--- config.mk ---
export PLATFORM = sky130hd
export DESIGN_NAME = branch_and_increment_exec
export DESIGN_NICKNAME = d
export VERILOG_FILES = /design/src/exec_pkg.sv /design/src/branch_and_increment_exec.sv
export VERILOG_INCLUDE_DIRS = /design/src
export SDC_FILE = /design/constraint.sdc
export NUM_CORES = 1
export LEC_CHECK = 0
export ABC_AREA = 1
export BUFFER_PORTS_ARGS = -buffer_cell sky130_fd_sc_hd__buf_2
export CAP_MARGIN = 40
export CORE_AREA = 2 2 143 145
export DETAILED_ROUTE_END_ITERATION = 8
export DIE_AREA = 0 0 145 147
export PLACE_DENSITY = 0.67
export SLEW_MARGIN = 15
export SYNTH_ARGS = -nofsm -noshare
export SYNTH_HDL_FRONTEND = slang
export SYNTH_SLANG_ARGS = --single-unit
--- constraint.sdc ---
create_clock -name clk -period 2.2 [get_ports clk]
set_input_delay 0.22 -clock clk [delete_from_list [all_inputs] [get_ports clk]]
set_output_delay 0.22 -clock clk [all_outputs]
set_load 0.005 [all_outputs]
--- src/exec_cfg.svh ---
// Opcodes, instruction lengths and write-back constants of the branch and
// increment executor. Assumes inclusion by bare name from the design.
`ifndef EXEC_CFG_SVH
`define EXEC_CFG_SVH

`define OPC_INC_DIRECT     8'h05
`define OPC_JUMP_BIT_SET   8'h20
`define OPC_JUMP_BIT_CLR   8'h10
`define OPC_JUMP_CARRY     8'h40
`define OPC_JUMP_BIT_NSET  8'h30
`define OPC_JUMP_INDEXED   8'h73

`define LEN_TWO            16'h0002
`define LEN_THREE          16'h0003
`define LEN_ONE            16'h0001

`define BYTE_ONE           8'h01
`define BIT_CLEARED        1'b0

`endif

--- src/exec_pkg.sv ---
// Types shared by the branch and increment executor.
// Assumes exec_cfg.svh supplies the numeric constants.
package exec_pkg;

  // Gray coded along idle -> wait -> idle
  typedef enum logic [1:0] {
    ST_IDLE = 2'b00,
    ST_WAIT = 2'b01
  } exec_state_e;

  typedef logic [15:0] addr_t;

endpackage : exec_pkg
--- src/branch_and_increment_exec.sv ---
// Executes direct increment, the conditional relative jumps and the
// indexed indirect jump for the core. Assumes the core's data memory and
// bit space answer a read within the read strobe's own clk cycle.
//
// Behaviour
// - Direct increment reads the addressed byte, adds one, writes it back.
// - Jump on bit set: pc plus three, branch only when bit is one.
// - Jump and clear: pc plus three; if bit set, clear it and branch.
// - Jump on carry: pc plus two, branch only when carry is one.
// - Jump on bit clear: pc plus three, branch only when bit is zero.
// - Indexed jump loads pc with accumulator plus data pointer, sources kept.
// - Taken relative branch target is incremented pc plus the offset byte.
// - Failed test continues at incremented pc, the next instruction.
`timescale 1ns/1ps
`include "exec_cfg.svh"

module branch_and_increment_exec (
  input  wire logic        clk,
  input  wire logic        rst_n,
  input  wire logic        start,
  input  wire logic [7:0]  opcode,
  input  wire logic [7:0]  operand_a,
  input  wire logic [7:0]  operand_b,
  input  wire logic [15:0] pc_in,
  input  wire logic [7:0]  accumulator,
  input  wire logic [15:0] data_pointer_16,
  input  wire logic        carry_flag,
  input  wire logic [7:0]  mem_rdata,
  input  wire logic        bit_rdata,
  output logic             busy,
  output logic             done,
  output logic             illegal,
  output logic             branch_taken,
  output logic [15:0]      pc_out,
  output logic [7:0]       mem_addr,
  output logic             mem_rd,
  output logic             mem_wr,
  output logic [7:0]       mem_wdata,
  output logic [7:0]       bit_addr,
  output logic             bit_rd,
  output logic             bit_wr,
  output logic             bit_wdata
);

  // Sign extend the offset and add; the 16-bit result wraps by design
  function automatic exec_pkg::addr_t rel_add(
    input exec_pkg::addr_t base,
    input logic [7:0]      off
  );
    exec_pkg::addr_t ext;
    ext = {{8{off[7]}}, off};
    rel_add = base + ext;
  endfunction : rel_add

  exec_pkg::exec_state_e state_q, state_d;
  logic [7:0]      opc_q, opc_d;
  logic [7:0]      rel_q, rel_d;
  exec_pkg::addr_t next_pc_q, next_pc_d;
  logic            busy_q, busy_d;
  logic            done_q, done_d;
  logic            illegal_q, illegal_d;
  logic            taken_q, taken_d;
  logic [15:0]     pc_q, pc_d;
  logic [7:0]      mem_addr_q, mem_addr_d;
  logic            mem_rd_q, mem_rd_d;
  logic            mem_wr_q, mem_wr_d;
  logic [7:0]      mem_wdata_q, mem_wdata_d;
  logic [7:0]      bit_addr_q, bit_addr_d;
  logic            bit_rd_q, bit_rd_d;
  logic            bit_wr_q, bit_wr_d;
  logic            bit_wdata_q, bit_wdata_d;

  // Decode on start; memory-backed opcodes wait one clock for read data
  always_comb begin
    state_d     = state_q;
    opc_d       = opc_q;
    rel_d       = rel_q;
    next_pc_d   = next_pc_q;
    busy_d      = busy_q;
    done_d      = 1'b0;
    illegal_d   = 1'b0;
    taken_d     = taken_q;
    pc_d        = pc_q;
    mem_addr_d  = mem_addr_q;
    mem_rd_d    = 1'b0;
    mem_wr_d    = 1'b0;
    mem_wdata_d = mem_wdata_q;
    bit_addr_d  = bit_addr_q;
    bit_rd_d    = 1'b0;
    bit_wr_d    = 1'b0;
    bit_wdata_d = bit_wdata_q;
    case (state_q)
      exec_pkg::ST_IDLE: begin
        if (start) begin
          opc_d = opcode;
          case (opcode)
            `OPC_INC_DIRECT: begin
              mem_addr_d = operand_a;
              mem_rd_d   = 1'b1;
              next_pc_d  = pc_in + `LEN_TWO;
              busy_d     = 1'b1;
              state_d    = exec_pkg::ST_WAIT;
            end
            `OPC_JUMP_BIT_SET,
            `OPC_JUMP_BIT_CLR,
            `OPC_JUMP_BIT_NSET: begin
              bit_addr_d = operand_a;
              bit_rd_d   = 1'b1;
              rel_d      = operand_b;
              next_pc_d  = pc_in + `LEN_THREE;
              busy_d     = 1'b1;
              state_d    = exec_pkg::ST_WAIT;
            end
            `OPC_JUMP_CARRY: begin
              // Carry is already at hand, so answer without a read
              done_d  = 1'b1;
              taken_d = carry_flag;
              if (carry_flag) begin
                pc_d = rel_add(pc_in + `LEN_TWO, operand_a);
              end else begin
                pc_d = pc_in + `LEN_TWO;
              end
            end
            `OPC_JUMP_INDEXED: begin
              // Sources are only read, never written back
              done_d  = 1'b1;
              taken_d = 1'b1;
              pc_d    = data_pointer_16 + {8'h00, accumulator};
            end
            default: begin
              // Not ours: pc advances by one so the core is not stuck
              done_d    = 1'b1;
              illegal_d = 1'b1;
              taken_d   = 1'b0;
              pc_d      = pc_in + `LEN_ONE;
            end
          endcase
        end
      end
      exec_pkg::ST_WAIT: begin
        state_d = exec_pkg::ST_IDLE;
        busy_d  = 1'b0;
        done_d  = 1'b1;
        case (opc_q)
          `OPC_INC_DIRECT: begin
            mem_wr_d    = 1'b1;
            mem_wdata_d = mem_rdata + `BYTE_ONE;
            taken_d     = 1'b0;
            pc_d        = next_pc_q;
          end
          `OPC_JUMP_BIT_SET: begin
            taken_d = bit_rdata;
            pc_d    = bit_rdata ? rel_add(next_pc_q, rel_q)
                                : next_pc_q;
          end
          `OPC_JUMP_BIT_CLR: begin
            taken_d = bit_rdata;
            if (bit_rdata) begin
              bit_wr_d    = 1'b1;
              bit_wdata_d = `BIT_CLEARED;
              pc_d        = rel_add(next_pc_q, rel_q);
            end else begin
              pc_d = next_pc_q;
            end
          end
          `OPC_JUMP_BIT_NSET: begin
            taken_d = ~bit_rdata;
            pc_d    = bit_rdata ? next_pc_q
                                : rel_add(next_pc_q, rel_q);
          end
          default: begin
            pc_d = next_pc_q;
          end
        endcase
      end
      default: begin
        state_d = exec_pkg::ST_IDLE;
        busy_d  = 1'b0;
      end
    endcase
  end

  // Registers only; synchronous reset to idle with strobes low
  always_ff @(posedge clk) begin
    if (!rst_n) begin
      state_q     <= exec_pkg::ST_IDLE;
      opc_q       <= 8'h00;
      rel_q       <= 8'h00;
      next_pc_q   <= 16'h0000;
      busy_q      <= 1'b0;
      done_q      <= 1'b0;
      illegal_q   <= 1'b0;
      taken_q     <= 1'b0;
      pc_q        <= 16'h0000;
      mem_addr_q  <= 8'h00;
      mem_rd_q    <= 1'b0;
      mem_wr_q    <= 1'b0;
      mem_wdata_q <= 8'h00;
      bit_addr_q  <= 8'h00;
      bit_rd_q    <= 1'b0;
      bit_wr_q    <= 1'b0;
      bit_wdata_q <= 1'b0;
    end else begin
      state_q     <= state_d;
      opc_q       <= opc_d;
      rel_q       <= rel_d;
      next_pc_q   <= next_pc_d;
      busy_q      <= busy_d;
      done_q      <= done_d;
      illegal_q   <= illegal_d;
      taken_q     <= taken_d;
      pc_q        <= pc_d;
      mem_addr_q  <= mem_addr_d;
      mem_rd_q    <= mem_rd_d;
      mem_wr_q    <= mem_wr_d;
      mem_wdata_q <= mem_wdata_d;
      bit_addr_q  <= bit_addr_d;
      bit_rd_q    <= bit_rd_d;
      bit_wr_q    <= bit_wr_d;
      bit_wdata_q <= bit_wdata_d;
    end
  end

  // Every output straight from a flop
  assign busy         = busy_q;
  assign done         = done_q;
  assign illegal      = illegal_q;
  assign branch_taken = taken_q;
  assign pc_out       = pc_q;
  assign mem_addr     = mem_addr_q;
  assign mem_rd       = mem_rd_q;
  assign mem_wr       = mem_wr_q;
  assign mem_wdata    = mem_wdata_q;
  assign bit_addr     = bit_addr_q;
  assign bit_rd       = bit_rd_q;
  assign bit_wr       = bit_wr_q;
  assign bit_wdata    = bit_wdata_q;

endmodule : branch_and_increment_exec

==> summary.md, run 1 <==
| Metric | Value |
|---|---|
| Place WS | `-0.419 ns` |
| Yosys reg bits | `80` |
| CP Capture Type | `flip-flop` |
| Sequential share of the synthesized area | `23.5%` |
| Vias per cell | `4.99` |
| CP most frequent cell | `nand2_1` |
| Setup CP Type | `input port to flip-flop` |
| FFs w/ async S/R, synth | `0%` |
| Inst Count DP | `1554` |
| Io pins | `126` |
| Slew Limit Fails | `0` |
| CTS Sinks | `80` |
| Vias in the first global route | `7318` |
| Clk root buf | `clkbuf_16` |
| Hold WC Path Type | `input port to flip-flop` |
| Area after DPL | `0.00840 mm2` |
| CP Data Required Time | `2.45 ns` |
| Crit-path max cell delay | `0.31 ns` |
| Clock period minus worst slack | `2.08 ns` |
| Post-Syn Instances | `1093` |
| Maximum vdd ir drop | `328 uV` |
| CTS tree | `done` |
| Power density over cell area | `459 mW/mm2` |
| Synthesis-to-layout area growth | `33.6%` |
| Port-buffer cells | `124` |
| Peak Freq | `0.482 GHz` |
| Max clock buf depth | `2` |
| Num CTS Buffers | `9` |
| Routed via count | `7864` |
| GR Util met1 | `29.1%` |
| Post-Layout Cell Count | `1575` |
| Starting density of the core | `34.4%` |
| Outcome | `complete, no violations` |
| Pin count of the biggest net entering global routing | `60` |
| DRT Pass-1 Iters | `5` |
| DR WL/cell | `14.9 um` |
| RSZ-0062 raised after global routing | `true` |
| Fin. Hold Viols | `0` |
| Ant diodes | `0` |
| Post-synth EDFFs | `0` |
| Core area | `0.0198 mm2` |
| Drt total wl | `23400 um` |
| Share of layout cells above drive strength 1 | `26.6%` |
| Syn_area_per_cell | `6.25 um2` |
| Critical Path AT | `2.32 ns` |
| Skew final | `0.00917 ns` |
| Yosys cell types | `51` |
| GRT overflow | `0` |
| Syn nets | `1219` |
| Final nets | `1426` |
| Leakage power | `4.65 nW` |
| Clk_lat worst skew | `0.35 ns` |
| Hold_sp | `mem_rdata[0]` |
| Post-DP HPWL | `19000 um` |
| First-pass GRT wire length | `37200 um` |
| DR iter-0 viols | `640` |
| H-tree depth | `3` |
| Detail Route Antenna Nets | `0` |
| Area leader, netlist | `dfxtp_1` |
| GP Congestion | `1.02` |
| CP cell instances | `buf_4 -> ha_2 -> nand2_1 -> xor2_2 -> inv_1 -> ha_1 -> a21oi_2 -> o21ai_1 -> a21oi_4 -> inv_1 -> nand2_1 -> nand3_1 -> nand2_1 -> nand3_1 -> nand2_1 -> nand2_1` |
| Final setup vio count | `0` |
| Crit Path Max Fanout | `4` |
| Least-Margin Pin Slew | `0.526 ns` |
| Met2 Usage GRT | `35.8%` |
| Die H | `147 um` |
| Tcrit/Tclk final | `94.4%` |
| Synth warn | `0` |
| Slew headroom | `65.0%` |
| R2r setup slk | `0.18 ns` |
| Worst path top cell family by delay | `simple AND/OR/NAND/NOR gates` |
| Setup_tns | `0 ns` |
| Critical Path Source | `pc_in[1]` |
| Row count | `52` |
| Worst Slack Setup Final | `0.123 ns` |
| GRT Overall Usage | `21.6%` |
| CP bufs+invs | `3` |
| Initial antenna violation count | `0` |
| Met3 Usage GRT | `3.04%` |
| Synth top area share | `23.5%` |
| DR DRC count | `0` |
| Top Usage Layer GRT | `met2` |
| Design area | `0.00912 mm2` |
| Die area | `0.0213 mm2` |
| Die Wd | `145 um` |
| Synth top area cells | `dfxtp_1, nand2_1, ha_1` |
| Max Cap Violations | `0` |
| Clk slew on worst S/H paths | `0.07 ns` |
| Synthesized area | `0.00683 mm2` |
| Top FF cell, synth | `dfxtp_1` |
| CP max stage cell | `ha_1` |
| RR Startpoint | `next_pc_q[0]$_SDFFE_PN0P_` |
| Setup crit start kind | `input port` |
worst register-to-register path: cells and delay by family, from the launching register on:
kind / cells / cell delay, ns
flops: 1 / 0.32
simple gates: 8 / 0.63
fa+ha+maj: 2 / 0.62
compound gates: 1 / 0.25
buf+inv: 1 / 0.15
state kept, by name, summed over array words and instances (netlist names):
signal        cells
next_pc_q        16
pc_out           16
bit_addr          8
mem_addr          8
mem_wdata         8
opc_q             8
rel_q             8
bit_rd            1
bit_wr            1
branch_taken      1
done              1
illegal           1
mem_rd            1
mem_wr            1
state_q           1
report_power, final:
part           internal (W)  leakage, nW  total, W  switching, W
logic              0.000464         3.85   0.00108      0.000617
registers           0.00149        0.651   0.00151     0.0000284
clock network      0.000904        0.149   0.00159      0.000684
total               0.00285         4.65   0.00418       0.00133
final timing paths:
check	depth (start not counted)	to
hold / removal	2	mem_wdata[0]$_SDFFE_PN0P_
hold reg to reg	2	pc_out[11]$_SDFFE_PN0P_
setup reg to reg	12	pc_out[12]$_SDFFE_PN0P_
setup / recovery	16	pc_out[10]$_SDFFE_PN0P_
logic make-up (layout without fill, tap and decap cells):
family | after synthesis | after routing | share of synthesized area [%]
compound gates | 221 | 221 | 17.6
flops | 80 | 80 | 23.5
other cells | 1 | 1 | 0.0549
xor+xnor | 39 | 39 | 5.00
buf+inv | 155 | 367 | 9.20
simple gates | 548 | 548 | 35.4
fa+ha+maj | 49 | 49 | 9.31
synthesized netlist by cell type, types with 2 or more instances:
| library cell | instances |
|---|---|
| nand2_1 | 258 |
| nor2_1 | 127 |
| inv_1 | 112 |
| nand3_1 | 103 |
| a21oi_1 | 98 |
| o21ai_0 | 85 |
| dfxtp_1 | 80 |
| ha_1 | 46 |
| xor2_1 | 31 |
| clkbuf_1 | 15 |
| nor3_1 | 15 |
| inv_2 | 10 |
| nand4_1 | 9 |
| o211ai_1 | 9 |
| xnor2_1 | 8 |
| nor2_4 | 6 |
| buf_4 | 5 |
| nand2_4 | 5 |
| a211oi_1 | 4 |
| a21o_1 | 4 |
| a31oi_1 | 4 |
| buf_2 | 4 |
| clkbuf_2 | 4 |
| o21ai_1 | 4 |
| o21bai_1 | 4 |
| fa_1 | 3 |
| nand2_2 | 3 |
| nand3b_1 | 3 |
| nor2_2 | 3 |
| nor3_2 | 3 |
| o221ai_1 | 3 |
| or2_2 | 3 |
| buf_6 | 2 |
| clkinv_1 | 2 |
| o21ai_2 | 2 |
area by class of cell:
type | instances | area [um2]
Sequential cell | 80 | 1600
Multi-Input combinational cell | 858 | 4980
Inverter | 125 | 474
Timing Repair Buffer | 226 | 1420
Tap cell | 270 | 338
Fill cell | 2016 | 10700
Clock inverter | 7 | 83.8
Clock buffer | 9 | 225
cells in the final DEF, fill, tap and decap left out, types with 7 or more instances in the layout:
master / netlist / routed
nand2_1: 258 / 243
nor2_1: 127 / 120
buf_2: 4 / 116
inv_1: 112 / 106
buf_4: 5 / 106
nand3_1: 103 / 101
a21oi_1: 98 / 90
o21ai_0: 85 / 83
dfxtp_1: 80 / 79
ha_1: 46 / 33
xor2_1: 31 / 24
nand2_2: 3 / 17
inv_2: 10 / 15
nor2_4: 6 / 11
nor3_1: 15 / 11
ha_4: 0 / 11
nand4_1: 9 / 9
o211ai_1: 9 / 9
clkbuf_16: 0 / 9
nor3_2: 3 / 7
xnor2_1: 8 / 7
a21oi_2: 0 / 7
routing by layer:
layer | vias up | part of all wire [%]
li1 | 4028 | -
met1 | 3552 | 46
met2 | 242 | 46
met3 | 42 | 5.3
met4 | 0 | 2.5
met5 | - | 0
metrics by stage:
stage / util [%] / hold WS, ns / total power, W
final: 46.0 / 0.0830 / 0.00418
after CTS: 44.1 / 0.0737 / 0.00411
after global placement: 42.3 / 0.439 / 0.00251
after floorplan: - / 0.310 / 0.00209
after detailed placement: 42.3 / 0.440 / 0.00251
after global routing: 46.0 / 0.0956 / 0.00441
repair_timing:
action | 4_1_cts | 5_1_grt
cloned | 0 | 0
buffers inserted | 1 | 4
pin swaps | 2 | 21
setup endpoints to repair | 5 | 12
gates resized for setup | 7 | 84
endpoints found under the hold margin | 0 | 0
hold buffers | 0 | 0
(Power assumes the default switching activity.)
==> run 2: changes to the inputs <==
Settings changed: CORE_AREA 2 2 143 145 to 2 2 118 120, DIE_AREA 0 0 145 147 to 0 0 120 122, PLACE_DENSITY 0.67 to 0.88.
==> run 2 against run 1 <==
Effect of this change: sequential power is essentially flat; register-to-register slack is essentially flat; clock power shrank 7%; combinational power grew 6%; design area shrank 0.41%; utilization grew 21 points; wire length grew 3.8%; worst hold slack is essentially flat; cell count shrank 5.6%; critical path type unchanged.
==> summary.md, run 2 (same netlist as run 1, synthesis figures left out) <==
| Metric | Value |
|---|---|
| Tcrit/Tclk final | `96.9% (+2.5 points)` |
| CP cell instances | `clkbuf_4 -> inv_2 -> nor2_2 -> or2_2 -> nand2_1 -> inv_1 -> ha_4 -> nand2_1 -> inv_1 -> nand2_1 -> nand2_2 -> a21oi_2 -> inv_1 -> nand2_1 -> nand3_1 -> nand2_2 -> nand3_1 -> nand2_1 -> nand2_1` |
| Clock period minus worst slack | `2.13 ns (+0.0546 ns)` |
| Clk root buf | `clkbuf_16` |
| Starting density of the core | `50.6% (+16 points)` |
| Slew Limit Fails | `0 (unchanged)` |
| RSZ-0062 raised after global routing | `true` |
| Most frequent cells in the layout | `nand2_1, nor2_1, buf_2, inv_1, buf_4` |
| Power density over cell area | `455 mW/mm2 (-0.73%)` |
| Vias in the first global route | `7444 (+1.7%)` |
| Least-Margin Pin Slew | `0.520 ns (-0.00579 ns)` |
| Max clock buf depth | `2 (unchanged)` |
| Critical Path Source | `pc_in[1]` |
| Routed via count | `8318 (+5.8%)` |
| Setup CP Type | `input port to flip-flop` |
| CP Capture Type | `flip-flop` |
| Skew final | `0.00872 ns (-0.000449 ns)` |
| Critical Path AT | `2.37 ns (+0.05 ns)` |
| Row count | `43 (-17%)` |
| Hold WC Path Type | `input port to flip-flop` |
| CTS Sinks | `80 (unchanged)` |
| Worst hold margin | `0.0832 ns (+0.000160 ns)` |
| Core area | `0.0135 mm2 (-32%)` |
| Clk_lat worst skew | `0.35 ns (about the same)` |
| CP max stage cell | `nor2_2` |
| CTS tree | `done` |
| GRT Overall Usage | `31.7% (+10 points)` |
| DR WL/cell | `16.3 um (+10%)` |
| Peak Freq | `0.469 GHz (-2.6%)` |
| Die area | `0.0146 mm2 (-31%)` |
| Die Wd | `120 um (-17%)` |
| Filler instances | `1152 (-43%)` |
| Slew headroom | `65.2% (+0.26 points)` |
| Port-buffer cells | `124 (unchanged)` |
| Vias per cell | `5.59 (+12%)` |
| Synthesis-to-layout area growth | `33.0%` |
| Maximum vdd ir drop | `424 uV (+29%)` |
| CP Data Required Time | `2.44 ns (about the same)` |
| Die H | `122 um (-17%)` |
| Num CTS Buffers | `9 (unchanged)` |
| Crit Path Max Fanout | `5 (+1)` |
| Place WS | `-0.457 ns (-0.0379 ns)` |
| RR Startpoint | `rel_q[7]$_SDFFE_PN0P_` |
| Pin count of the biggest net entering global routing | `60 (unchanged)` |
| Share of layout cells above drive strength 1 | `27.8% (+1.2 points)` |
| Detail Route Antenna Nets | `0 (unchanged)` |
| DRT Pass-1 Iters | `6 (+1)` |
| Post-DP HPWL | `18300 um (-3.7%)` |
| DR iter-0 viols | `939 (+47%)` |
| DR DRC count | `0 (unchanged)` |
| Initial antenna violation count | `1 (+1)` |
| Drt total wl | `24300 um (+3.8%)` |
| Clk slew on worst S/H paths | `0.07 ns (about the same)` |
| Crit-path max cell delay | `0.24 ns (-0.07 ns)` |
| Hold_sp | `operand_b[6]` |
| Final nets | `1427 (+0.070%)` |
| Worst Slack Setup Final | `0.0687 ns (-0.0546 ns)` |
| Commonest non-fill, non-tap cell in the layout | `nand2_1` |
| GRT overflow | `0 (unchanged)` |
| First-pass GRT wire length | `36600 um (-1.7%)` |
| Setup_tns | `0 ns (unchanged)` |
| CP most frequent cell | `nand2_1` |
| Setup crit start kind | `input port` |
| GP Congestion | `1.06 (+3.4%)` |
| Io pins | `126 (unchanged)` |
| Final setup vio count | `0 (unchanged)` |
| Max Cap Violations | `0 (unchanged)` |
| Outcome | `complete, no violations` |
| Leakage power | `4.66 nW (+0.12%)` |
| H-tree depth | `3 (unchanged)` |
| Fin. Hold Viols | `0 (unchanged)` |
==> run 2: cell type report <==
| cell class | instances | area, um2 | area share (%) |
|---|---|---|---|
| Tap cell | 180 | 225 | 2.48 |
| Sequential cell | 80 | 1600 | 17.6 |
| Antenna cell | 1 | 2.50 | 0.0275 |
| Timing Repair Buffer | 227 | 1430 | 15.8 |
| Clock inverter | 7 | 56.3 | 0.620 |
| Inverter | 125 | 472 | 5.19 |
| Clock buffer | 9 | 225 | 2.48 |
| Multi-Input combinational cell | 858 | 5070 | 55.8 |
==> run 2: metal layers <==
metal  vias up  GRT usage, %  share of wire [%]
met3        94          4.03                9.1
met2       458          54.0                 47
met1      3735          40.6                 39
met5         -             0                  0
li1       4031             -                  -
met4         0          12.9                4.4
==> run 2: path summary, 6_finish.rpt <==
kind,end,slack [ns],depth (start not counted)
worst max-delay path,pc_out[10]$_SDFFE_PN0P_,0.07,19
worst min-delay path,rel_q[6]$_SDFFE_PN0P_,0.08,3
worst max register to register,pc_out[11]$_SDFFE_PN0P_,0.18,12
worst min register to register,pc_out[0]$_SDFFE_PN0P_,0.45,2
==> run 2: timing repair <==
action / 4_1_cts / 5_1_grt
setup buffers: 0 / 4
setup endpoints to repair: 5 / 13
resized for setup: 8 / 100
pin swaps: 1 / 36
hold buffers: 0 / 0
==> run 2: power breakdown <==
part           switching [W]  internal, W  total, W
clock network       0.000696     0.000779   0.00148
logic               0.000655     0.000488   0.00114
registers          0.0000308      0.00149   0.00152
total                0.00138      0.00275   0.00414
==> run 2: through the flow <==
step                std cells  util [%]  cell area, um2  total power [W]
floorplan                1093         -            6870          0.00209
global placement         1466      61.5            8300          0.00250
detailed placement       1466      61.5            8300          0.00252
CTS                      1482      63.7            8600          0.00397
global route             1486      67.3            9080          0.00432
finish                   1487      67.3            9080          0.00414
==> run 2: worst max-delay path, delay by kind of cell <==
family | cells | cell delay [ns]
simple gates | 12 | 1.22
buf+inv | 5 | 0.50
fa+ha+maj | 1 | 0.23
compound gates | 1 | 0.20
